### src/shared/regctl_pkg.sv
// shared constants for the quad regulator enable control
package regctl_pkg;
  // =====================================================
  // register map (byte addresses)
  localparam logic [7:0] ADDR_ENABLE     = 8'h00;
  localparam logic [7:0] ADDR_MODE       = 8'h04;
  localparam logic [7:0] ADDR_A_HIGH_SET = 8'h08;
  localparam logic [7:0] ADDR_A_LOW_SET  = 8'h0C;
  localparam logic [7:0] ADDR_B_HIGH_SET = 8'h10;
  localparam logic [7:0] ADDR_B_LOW_SET  = 8'h14;
  localparam logic [7:0] ADDR_STATUS     = 8'h18;
  // =====================================================
  // field layouts
  localparam int NUM_REGS     = 4;
  localparam int A_SET_W      = 4;
  localparam int B_SET_W      = 7;
  localparam int MODE_W       = 2;
  localparam int IDX_A_HIGH   = 0;
  localparam int IDX_A_LOW    = 1;
  localparam int IDX_B_HIGH   = 2;
  localparam int IDX_B_LOW    = 3;
  // =====================================================
  // operating modes
  typedef enum logic [1:0] {
    MODE_PULSE_SKIP = 2'h0,
    MODE_AUTO_HYST  = 2'h1,
    MODE_FORCED_HYST = 2'h2,
    MODE_LINEAR     = 2'h3
  } op_mode_t;
  // =====================================================
  // reset values
  localparam logic [3:0] RST_ENABLE = 4'h0;
  localparam logic [7:0] RST_MODE   = 8'h00;
  localparam logic [3:0] RST_A_SET  = 4'hF;
  localparam logic [6:0] RST_B_SET  = 7'h00;
  // =====================================================
  // timing
  localparam int CLK_HZ           = 100_000_000;
  localparam int PG_DELAY_MS      = 230;
  localparam int PG_DELAY_CYCLES  = CLK_HZ / 1000 * PG_DELAY_MS;
  localparam int SOFT_START_US    = 500;
  localparam int SOFT_START_CYCLES = CLK_HZ / 1_000_000 * SOFT_START_US;
endpackage

### src/hdl/quad_regulator_enable_control.sv
// enable, mode, setpoint and power-good control for four regulators
//
// Strobed register access and the register addresses were decided locally.
`timescale 1ns/10ps
`default_nettype none
module quad_regulator_enable_control #(
  parameter int PG_DELAY = regctl_pkg::PG_DELAY_CYCLES,
  parameter int SS_DELAY = regctl_pkg::SOFT_START_CYCLES
) (
  input  wire logic                          clk_i,
  input  wire logic                          reset_i,
  input  wire logic                          supply_undervoltage_lock_i,
  input  wire logic [7:0]                    addr_i,
  input  wire logic [7:0]                    wdata_i,
  input  wire logic                          wr_i,
  input  wire logic                          rd_i,
  output logic      [7:0]                    rdata_o,
  input  wire logic                          reg_a_high_enable_pin_n_i,
  input  wire logic                          reg_a_low_enable_pin_i,
  input  wire logic                          reg_a_high_good_i,
  output logic      [regctl_pkg::NUM_REGS-1:0] reg_enable_o,
  output logic      [regctl_pkg::NUM_REGS-1:0] soft_start_o,
  output logic      [7:0]                    reg_mode_o,
  output logic      [3:0]                    reg_a_high_set_o,
  output logic      [3:0]                    reg_a_low_set_o,
  output logic      [6:0]                    reg_b_high_set_o,
  output logic      [6:0]                    reg_b_low_set_o,
  output logic                               power_good_reset_out_o,
  output logic                               power_good_reset_out_oe_o
);
  import regctl_pkg::*;

  // =====================================================
  // input synchronisation
  logic       uv_sync;
  logic [2:0] pin_sync;
  logic       a_high_pin_on;
  logic       a_low_pin_on;
  logic       a_high_good;

  sync2 #(.WIDTH(3)) u_pin_sync (
    .clk_i   (clk_i),
    .reset_i (reset_i),
    .async_i ({reg_a_high_good_i, reg_a_low_enable_pin_i, ~reg_a_high_enable_pin_n_i}),
    .sync_o  (pin_sync)
  );

  sync2 #(.WIDTH(1)) u_uv_sync (
    .clk_i   (clk_i),
    .reset_i (reset_i),
    .async_i (supply_undervoltage_lock_i),
    .sync_o  (uv_sync)
  );

  assign a_high_pin_on = pin_sync[0];
  assign a_low_pin_on  = pin_sync[1];
  assign a_high_good   = pin_sync[2];

  // =====================================================
  // control registers
  logic [3:0] host_enable;
  logic [7:0] mode;
  logic [3:0] a_high_set;
  logic [3:0] a_low_set;
  logic [6:0] b_high_set;
  logic [6:0] b_low_set;
  logic       clear_regs;

  assign clear_regs = reset_i | uv_sync;

  function automatic logic hit(input logic [7:0] a, input logic [7:0] ref_addr);
    hit = (a == ref_addr);
  endfunction

  always_ff @(posedge clk_i or posedge reset_i) begin
    if (reset_i) begin
      host_enable <= RST_ENABLE;
      mode        <= RST_MODE;
      a_high_set  <= RST_A_SET;
      a_low_set   <= RST_A_SET;
      b_high_set  <= RST_B_SET;
      b_low_set   <= RST_B_SET;
    end else if (uv_sync) begin
      host_enable <= RST_ENABLE;
      mode        <= RST_MODE;
      a_high_set  <= RST_A_SET;
      a_low_set   <= RST_A_SET;
      b_high_set  <= RST_B_SET;
      b_low_set   <= RST_B_SET;
    end else if (wr_i) begin
      // each write lands at once, no disable needed
      if (hit(addr_i, ADDR_ENABLE)) begin
        host_enable <= wdata_i[3:0];
      end else if (hit(addr_i, ADDR_MODE)) begin
        mode <= wdata_i;
      end else if (hit(addr_i, ADDR_A_HIGH_SET)) begin
        a_high_set <= wdata_i[3:0];
      end else if (hit(addr_i, ADDR_A_LOW_SET)) begin
        a_low_set <= wdata_i[3:0];
      end else if (hit(addr_i, ADDR_B_HIGH_SET)) begin
        b_high_set <= wdata_i[6:0];
      end else if (hit(addr_i, ADDR_B_LOW_SET)) begin
        b_low_set <= wdata_i[6:0];
      end
    end
  end

  // =====================================================
  // enable combination
  logic [3:0] next_enable;

  always_comb begin
    next_enable             = host_enable;
    next_enable[IDX_A_HIGH] = host_enable[IDX_A_HIGH] | a_high_pin_on;
    next_enable[IDX_A_LOW]  = host_enable[IDX_A_LOW] | a_low_pin_on;
    next_enable[IDX_B_HIGH] = host_enable[IDX_B_HIGH];
    next_enable[IDX_B_LOW]  = host_enable[IDX_B_LOW];
  end

  always_ff @(posedge clk_i or posedge reset_i) begin
    if (reset_i) begin
      reg_enable_o     <= '0;
      reg_mode_o       <= RST_MODE;
      reg_a_high_set_o <= RST_A_SET;
      reg_a_low_set_o  <= RST_A_SET;
      reg_b_high_set_o <= RST_B_SET;
      reg_b_low_set_o  <= RST_B_SET;
    end else begin
      reg_enable_o     <= next_enable;
      reg_mode_o       <= mode;
      reg_a_high_set_o <= a_high_set;
      reg_a_low_set_o  <= a_low_set;
      reg_b_high_set_o <= b_high_set;
      reg_b_low_set_o  <= b_low_set;
    end
  end

  // =====================================================
  // soft-start timers, one per regulator
  localparam int SS_W = $clog2(SS_DELAY + 1);

  genvar gi;
  generate
    for (gi = 0; gi < NUM_REGS; gi++) begin : g_ss
      logic [SS_W-1:0] ss_count;
      always_ff @(posedge clk_i or posedge reset_i) begin
        if (reset_i) begin
          ss_count <= '0;
        end else if (!reg_enable_o[gi]) begin
          ss_count <= '0;
        end else if (next_enable[gi] && ss_count < SS_W'(SS_DELAY)) begin
          ss_count <= ss_count + 1'b1;
        end
      end
      assign soft_start_o[gi] = reg_enable_o[gi] && (ss_count < SS_W'(SS_DELAY));
    end
  endgenerate

  // =====================================================
  // power-good delay
  localparam int PG_W = $clog2(PG_DELAY + 1);
  logic [PG_W-1:0] pg_count;
  logic            pg_released;

  always_ff @(posedge clk_i or posedge reset_i) begin
    if (reset_i) begin
      pg_count    <= '0;
      pg_released <= 1'b0;
    end else if (!a_high_good) begin
      pg_count    <= '0;
      pg_released <= 1'b0;
    end else if (pg_count < PG_W'(PG_DELAY - 1)) begin
      pg_count <= pg_count + 1'b1;
    end else begin
      pg_released <= 1'b1;
    end
  end

  assign power_good_reset_out_o    = 1'b0;
  assign power_good_reset_out_oe_o = ~pg_released;

  // =====================================================
  // read port: status only, settings are write-only
  always_ff @(posedge clk_i or posedge reset_i) begin
    if (reset_i) begin
      rdata_o <= 8'h00;
    end else if (rd_i && hit(addr_i, ADDR_STATUS)) begin
      rdata_o <= {2'h0, pg_released, a_high_good, reg_enable_o};
    end else begin
      rdata_o <= 8'h00;
    end
  end
endmodule
`default_nettype wire

### src/hdl/sync2.sv
// two flip-flop synchroniser, parameterised width
`timescale 1ns/10ps
`default_nettype none
module sync2 #(
  parameter int WIDTH = 1
) (
  input  wire logic             clk_i,
  input  wire logic             reset_i,
  input  wire logic [WIDTH-1:0] async_i,
  output logic      [WIDTH-1:0] sync_o
);
  logic [WIDTH-1:0] stage1;

  always_ff @(posedge clk_i or posedge reset_i) begin
    if (reset_i) begin
      stage1 <= '0;
      sync_o <= '0;
    end else begin
      stage1 <= async_i;
      sync_o <= stage1;
    end
  end
endmodule
`default_nettype wire

### config.mk
export PLATFORM = sky130hd
export DESIGN_NAME = quad_regulator_enable_control
export DESIGN_NICKNAME = d
export VERILOG_FILES = /design/src/shared/regctl_pkg.sv /design/src/hdl/quad_regulator_enable_control.sv /design/src/hdl/sync2.sv
export SDC_FILE = /design/constraint.sdc
export NUM_CORES = 1
export LEC_CHECK = 0
export ABC_AREA = 1
export BUFFER_PORTS_ARGS = -buffer_cell sky130_fd_sc_hd__buf_2
export CAP_MARGIN = 10
export CORE_UTILIZATION = 65
export DETAILED_ROUTE_END_ITERATION = 8
export GPL_TIMING_DRIVEN = 0
export PLACE_DENSITY = 0.91
export REMOVE_ABC_BUFFERS = 1
export SETUP_SLACK_MARGIN = 0.3
export SYNTH_ARGS = -nofsm -noshare
export SYNTH_HDL_FRONTEND = slang
export SYNTH_HIERARCHICAL = 1
export SYNTH_SLANG_ARGS = --single-unit
### constraint.sdc
create_clock -name clk_i -period 11.4 [get_ports clk_i]
set_input_delay 1.71 -clock clk_i [delete_from_list [all_inputs] [get_ports clk_i]]
set_output_delay 1.71 -clock clk_i [all_outputs]
set_load 0.02 [all_outputs]
==> run metrics, run 1 <==
largest delay contributor family on the critical path flip-flops; R2R cell count 4; clock skew 0.01103 ns; Seq cells post-synth 172; yosys warns 6; status completed; clock network fraction of design power 45.6%; peak supply drop 182.8 µV; DRT iter0 DRCs 721; FF-to-FF Start u_pin_sync/sync_o[2]; max frequency 290.8 MHz; DRC Markers 0; GR Util All Layers 31.78%; IO Port Bufs 68; Psw 0.0003460 W; CTS max path bufs 2; average size of a mapped cell 7.834 µm²; Final Setup Violations 0; final hold vios 0; Slew HR 28.49%; minimum clock period 3.439 ns; fin. max-slew vios 0; full die area 13540 µm²; most common cell after layout, fill and taps aside nand2_1; wire length per cell 14.75 µm; DRT Wirelength 19.69 mm; Starting Density 67.08%; Clock Latency Late Sink 0.44 ns; initial antenna violation count 0; largest net degree at the start of global routing 92; P_leak 4.574 nW; Yosys cell types 38; Detail Placement HPWL 12.80 mm; routability cong. 0.9147; Setup crit end soft_start_o[2]; Vias 7647; Die Wd 116.4 µm; Final Instance Area 9584 µm²; number of H-tree levels 4; critical path launch point type flip-flop; sw frac 25.88%; power density over the cells 139.5 nW/µm²; DR pass1 iterations 7; crit path capture type primary output; CTS resizes 0; Core ar. 12670 µm²; Seq/Total Area, Yosys 50.88%; n_diodes 0; crit-path cells inv_1 -> nor2_1 -> buf_2; Worst EP arrival 1.73 ns; slowest stage cell, crit path dfrtp_1; CTS buffer count 17; # Post-CTS Setup Buffers 0; CTS Sinks 172; Sequential Power Share 48.8%; unrepaired setup endpoints after global routing false; CTS Hold Buffers Added 0; clock-pin transition on the worst setup and hold timing paths 0.07 ns; nets 1179; Crit. path cell count 3; critical setup path kind reg -> out; register-to-register setup slack 9.12 ns; cell at the root of the clock tree clkbuf_16; Final Power 0.001337 W; Critical Path Max Stage Delay 0.67 ns; Synth Flop Type dfrtp_1; Comb power frac 5.6%; setup TNS after final layout 0 ns; EDFF count, synth 0; pin slew with the least headroom to its limit 1.073 ns; Vias/cell 5.728; vias in the first global route 7402; Post-Synthesis Cells 1085; CP required 9.69 ns; CP startpoint reg_enable_o[2]; CP Max Fanout 16; Pint 0.0009911 W; row count 41; Buf/Inv on CP 2; most frequent cells in the layout 296 x nand2_1, 156 x dfrtp_1, 142 x nor2_1; I/O Pins 72; Area after DPL 8954 µm²; TritonCTS clock tree built; global-route wire length before repair 33.51 mm; fraction of registers with async set/reset 100.0%; antenna viol nets, final 0; HP Class reg -> reg; Synth-to-Final Area Change 12.76%; RR Endpoint pg_count[2]; GRT overflow 0; part of the cycle the worst path needs 30.17%; Max Cap Viol 0; fraction of layout cells with a size suffix above 1 11.87%; synthesized area 8499 µm²; chip height 116.4 µm
## cell usage after synthesis (4+ instances only)
| library cell | count | area share [%] |
|---|---|---|
| or2_2 | 4 | 0.29 |
| o21ai_1 | 4 | 0.24 |
| nor3_1 | 27 | 1.6 |
| clkbuf_1 | 12 | 0.53 |
| nor2_1 | 142 | 6.3 |
| dfstp_2 | 16 | 4.9 |
| a21oi_1 | 11 | 0.65 |
| inv_1 | 117 | 5.2 |
| o31ai_1 | 4 | 0.35 |
| nand2_1 | 296 | 13 |
| xnor2_1 | 4 | 0.41 |
| nand3_1 | 100 | 5.9 |
| nand4_1 | 57 | 4.2 |
| dfrtp_1 | 156 | 46 |
| o21ai_0 | 75 | 4.4 |
| ha_1 | 5 | 0.74 |
| buf_2 | 5 | 0.29 |
| xor2_1 | 16 | 1.6 |
| buf_6 | 4 | 0.53 |
## registers in the layout (all words and copies together), names as in the netlist, 3 cells and up
name,flops
g_ss.ss_count,64
b_high_set,7
mode,8
host_enable,4
u_pin_sync/stage1,3
a_high_set,4
b_low_set,7
reg_b_low_set_o,7
pg_count,25
reg_a_low_set_o,4
reg_enable_o,4
reg_a_high_set_o,4
reg_b_high_set_o,7
rdata_o,6
u_pin_sync/sync_o,3
reg_mode_o,8
a_low_set,4
## worst register-to-register path: stages (launching register included)
cell and delay, ns:
dfrtp_1 1.05, inv_1 0.65, nor3b_1 0.36, nand2_1 0.09, nand2_1 0.07
## layer usage
layer | global-route usage, % | vias up | share of wire, %
met5 | 0 | - | 0
met4 | 13.76 | 0 | 2.5
met3 | 7.940 | 54 | 6.8
met2 | 52.86 | 319 | 50
met1 | 39.55 | 3615 | 41
li1 | - | 3659 | -
## final cells by class
| cell class | count | area [µm²] |
|---|---|---|
| multi-input combinational | 770 | 3591 |
| sequential | 172 | 4324 |
| inverter | 120 | 455.4 |
| timing repair buffer | 69 | 367.9 |
| fill | 891 | 3087 |
| clock inverter | 15 | 205.2 |
| tap | 172 | 215.2 |
| clock buffer | 17 | 425.4 |
## power groups by stage
stage	clock, W	sequential [W]	combinational (W)
after floorplan	0	0.000670	0.0000348
after global placement	0	0.000662	0.0000706
after detailed placement	0	0.000662	0.0000743
after CTS	0.000617	0.000652	0.0000758
after global routing	0.000641	0.000654	0.0000840
final	0.000610	0.000652	0.0000750
## worst min-delay path by stage
stage | end | cells past startpoint | startpoint
after floorplan | u_pin_sync/sync_o[0] | 0 | u_pin_sync/stage1[0]
after global placement | u_uv_sync/sync_o | 0 | u_uv_sync/stage1
after detailed placement | u_pin_sync/sync_o[1] | 0 | u_pin_sync/stage1[1]
after CTS | u_pin_sync/sync_o[1] | 0 | u_pin_sync/stage1[1]
after global routing | u_pin_sync/sync_o[0] | 0 | u_pin_sync/stage1[0]
final | u_pin_sync/sync_o[1] | 0 | u_pin_sync/stage1[1]
## per-stage QoR
stage / std cells / utilization (%) / hold WS, ns / worst slack, ns
2_1_floorplan: 1062 / - / 0.3312 / 5.283
3_3_place_gp: 1302 / 70.41 / 0.3326 / 3.622
3_5_place_dp: 1303 / 70.66 / 0.3347 / 7.953
4_1_cts: 1335 / 75.64 / 0.3505 / 7.984
5_1_grt: 1335 / 75.64 / 0.3576 / 7.897
6_report: 1335 / 75.64 / 0.3492 / 7.961
## cells by family after synthesis
group           share of synthesized area (%)
fa+ha+maj                              0.7361
buf+inv                                 6.963
simple gates                            33.34
other cells                           0.04412
xor+xnor                                2.061
flops                                   50.88
compound gates                          5.977
(Power assumes the default switching activity.)
==> run 2: changes to the inputs <==
--- a/config.mk
+++ b/config.mk
@@ -5,13 +5,13 @@
 export SDC_FILE = /design/constraint.sdc
 export NUM_CORES = 1
 export LEC_CHECK = 0
-export ABC_AREA = 1
+export ABC_AREA = 0
 export BUFFER_PORTS_ARGS = -buffer_cell sky130_fd_sc_hd__buf_2
 export CAP_MARGIN = 10
-export CORE_UTILIZATION = 65
+export CORE_UTILIZATION = 59
 export DETAILED_ROUTE_END_ITERATION = 8
 export GPL_TIMING_DRIVEN = 0
-export PLACE_DENSITY = 0.91
+export PLACE_DENSITY = 0.84
 export REMOVE_ABC_BUFFERS = 1
 export SETUP_SLACK_MARGIN = 0.3
 export SYNTH_ARGS = -nofsm -noshare
==> constraint.sdc (replaced) <==
create_clock -name clk_i -period 3.3 [get_ports clk_i]
set_input_delay 0.495 -clock clk_i [delete_from_list [all_inputs] [get_ports clk_i]]
set_output_delay 0.495 -clock clk_i [all_outputs]
set_load 0.02 [all_outputs]
==> run metrics, run 2 <==
status completed; Synth Flop Type dfrtp_1; yosys warns 6; pin slew with the least headroom to its limit 1.003 ns; average size of a mapped cell 10.49 µm²; Filler cells 946; Post-Synthesis Cells 742; EDFF count, synth 0; IO Port Bufs 68; Final Setup Violations 0; HP Start supply_undervoltage_lock_i; HP Class in -> reg; Vias/cell 6.136; Slew HR 33.11%; Synth area leaders dfrtp_1 50%, dfstp_2 5.4%, a21oi_1 3.9%; part of the cycle the worst path needs 80.27%; chip height 116.9 µm; DR pass1 iterations 5; critical setup path kind reg -> out; number of H-tree levels 4; GRT overflow 0; # Post-CTS Setup Buffers 0; P_leak 3.829 nW; Yosys cell types 59; Vias 6075; cell at the root of the clock tree clkbuf_16; full die area 13660 µm²; DRT iter0 DRCs 416; count leader, synth dfrtp_1; GR Util All Layers 26.91%; wire length per cell 17.22 µm; final hold vios 0; vias in the first global route 5887; initial antenna violation count 0; minimum clock period 2.649 ns; CP startpoint g_ss[0].ss_count[4]; DRT Wirelength 17.05 mm; register-to-register setup slack 0.94 ns; Seq cells post-synth 172; routability cong. 0.8343; power density over the cells 483.7 nW/µm²; Starting Density 61.19%; fraction of registers with async set/reset 100.0%; FF-to-FF Start host_enable[0]; TritonCTS clock tree built; Hold Crit Depth 1; Core ar. 12720 µm²; max frequency 377.5 MHz; Final Instance Area 8848 µm²; fin. max-slew vios 0; Final Power 0.004280 W; n_diodes 0; Die Wd 116.9 µm; crit path capture type primary output; top cell type's share of synthesized area 50.14%; CTS max path bufs 2; Setup WS post-layout 0.6510 ns; nets 834; Synth top cells by count 156 x dfrtp_1, 63 x nand2_1, 60 x a21oi_1; Detail Placement HPWL 11.10 mm; Reg with most FFs g_ss.ss_count; synthesized area 7785 µm²; Synth-to-Final Area Change 13.66%; global-route wire length before repair 28.17 mm; most frequent cells in the layout 156 x dfrtp_1, 68 x buf_2, 63 x nand2_1; CTS buffer count 17; antenna viol nets, final 0; largest net degree at the start of global routing 86; CP Max Fanout 12; critical path launch point type flip-flop; Max Cap Viol 0; row count 41; Area after DPL 8277 µm²; clock-pin transition on the worst setup and hold timing paths 0.07 ns; biggest area consumer among synthesized cells dfrtp_1; Seq/Total Area, Yosys 55.54%; I/O Pins 72; clock skew 0.007599 ns; Worst EP arrival 2.15 ns; Clock Latency Late Sink 0.43 ns; largest registers g_ss.ss_count (64), pg_count (25); DRC Markers 0; most common cell after layout, fill and taps aside dfrtp_1; fraction of layout cells with a size suffix above 1 16.87%; CP required 2.80 ns; R2R cell count 5; DP Worst Slack 0.9888 ns; CTS Sinks 172; unrepaired setup endpoints after global routing false; peak supply drop 352.7 µV; max FFs per register 64
[run 2: worst paths after layout]
path / endpoint
hold reg to reg: u_pin_sync/sync_o[2]
setup reg to reg: g_ss[0].ss_count[14]
min in group asynchronous: u_uv_sync/sync_o
max in group asynchronous: pg_count[6]
hold / removal: u_uv_sync/stage1
setup / recovery: soft_start_o[0]
[run 2: per-stage QoR]
stage	TNS, ns	cells	hold WS [ns]	util (%)
2_1_floorplan	-243.25	714	0.2362	-
3_3_place_gp	-486.71	954	0.3329	64.57
3_5_place_dp	0	957	0.3347	65.06
4_1_cts	0	990	0.1578	69.55
5_1_grt	0	990	0.1622	69.55
6_report	0	990	0.1652	69.55
[run 2: critical path: stages (launching register included)]
cell	delay, ns
dfrtp_1	0.42
o21ai_0	0.13
a21o_1	0.22
a21oi_1	0.67
nor2_1	0.09
buf_2	0.19
[run 2: per-layer routing]
| layer | wire length (µm) | global-route usage, % | share of wire (%) | vias up |
|---|---|---|---|---|
| li1 | - | - | - | 2842 |
| met1 | 7176 | 34.22 | 42 | 3012 |
| met2 | 8733 | 45.01 | 51 | 181 |
| met3 | 734 | 5.252 | 4.3 | 40 |
| met4 | 403 | 11.98 | 2.4 | 0 |
| met5 | 0 | 0 | 0 | - |
[run 2: what timing repair did]
item | 4_1_cts | 5_1_grt
gates resized for setup | 0 | 0
hold buffers | 1 | 0
endpoints found under the hold margin | 2 | 0
[run 2: where the power goes]
group / switching (W) / total (W) / leakage [nW] / internal, W
registers: 0.0000364 / 0.00219 / 2.29 / 0.00215
clock network: 0.000905 / 0.00190 / 0.266 / 0.000992
logic: 0.000131 / 0.000192 / 1.27 / 0.0000604
total: 0.00107 / 0.00428 / 3.83 / 0.00321
[run 2: kinds of logic (layout without fill, tap and decap cells)]
logic type	Yosys count	in the layout	synth area share (%)
AO/OA/AOI/OAI	163	163	13.36
XOR/XNOR	4	4	0.4501
adder cells (fa/ha/maj)	5	5	0.8036
buffers and inverters	60	134	3.166
flip-flops	172	172	55.54
multiplexers	44	44	5.882
other	1	3	0.04817
AND/OR/NAND/NOR	293	293	20.75
[run 2: layout make-up]
type | instances | area [µm²] | area share [%]
Clock buffer | 18 | 429.2 | 4.850
Clock inverter | 14 | 132.6 | 1.499
Inverter | 30 | 117.6 | 1.329
Multi-Input combinational cell | 512 | 3233 | 36.54
Sequential cell | 172 | 4324 | 48.87
Tap cell | 172 | 215.2 | 2.432
Timing Repair Buffer | 72 | 396.6 | 4.482
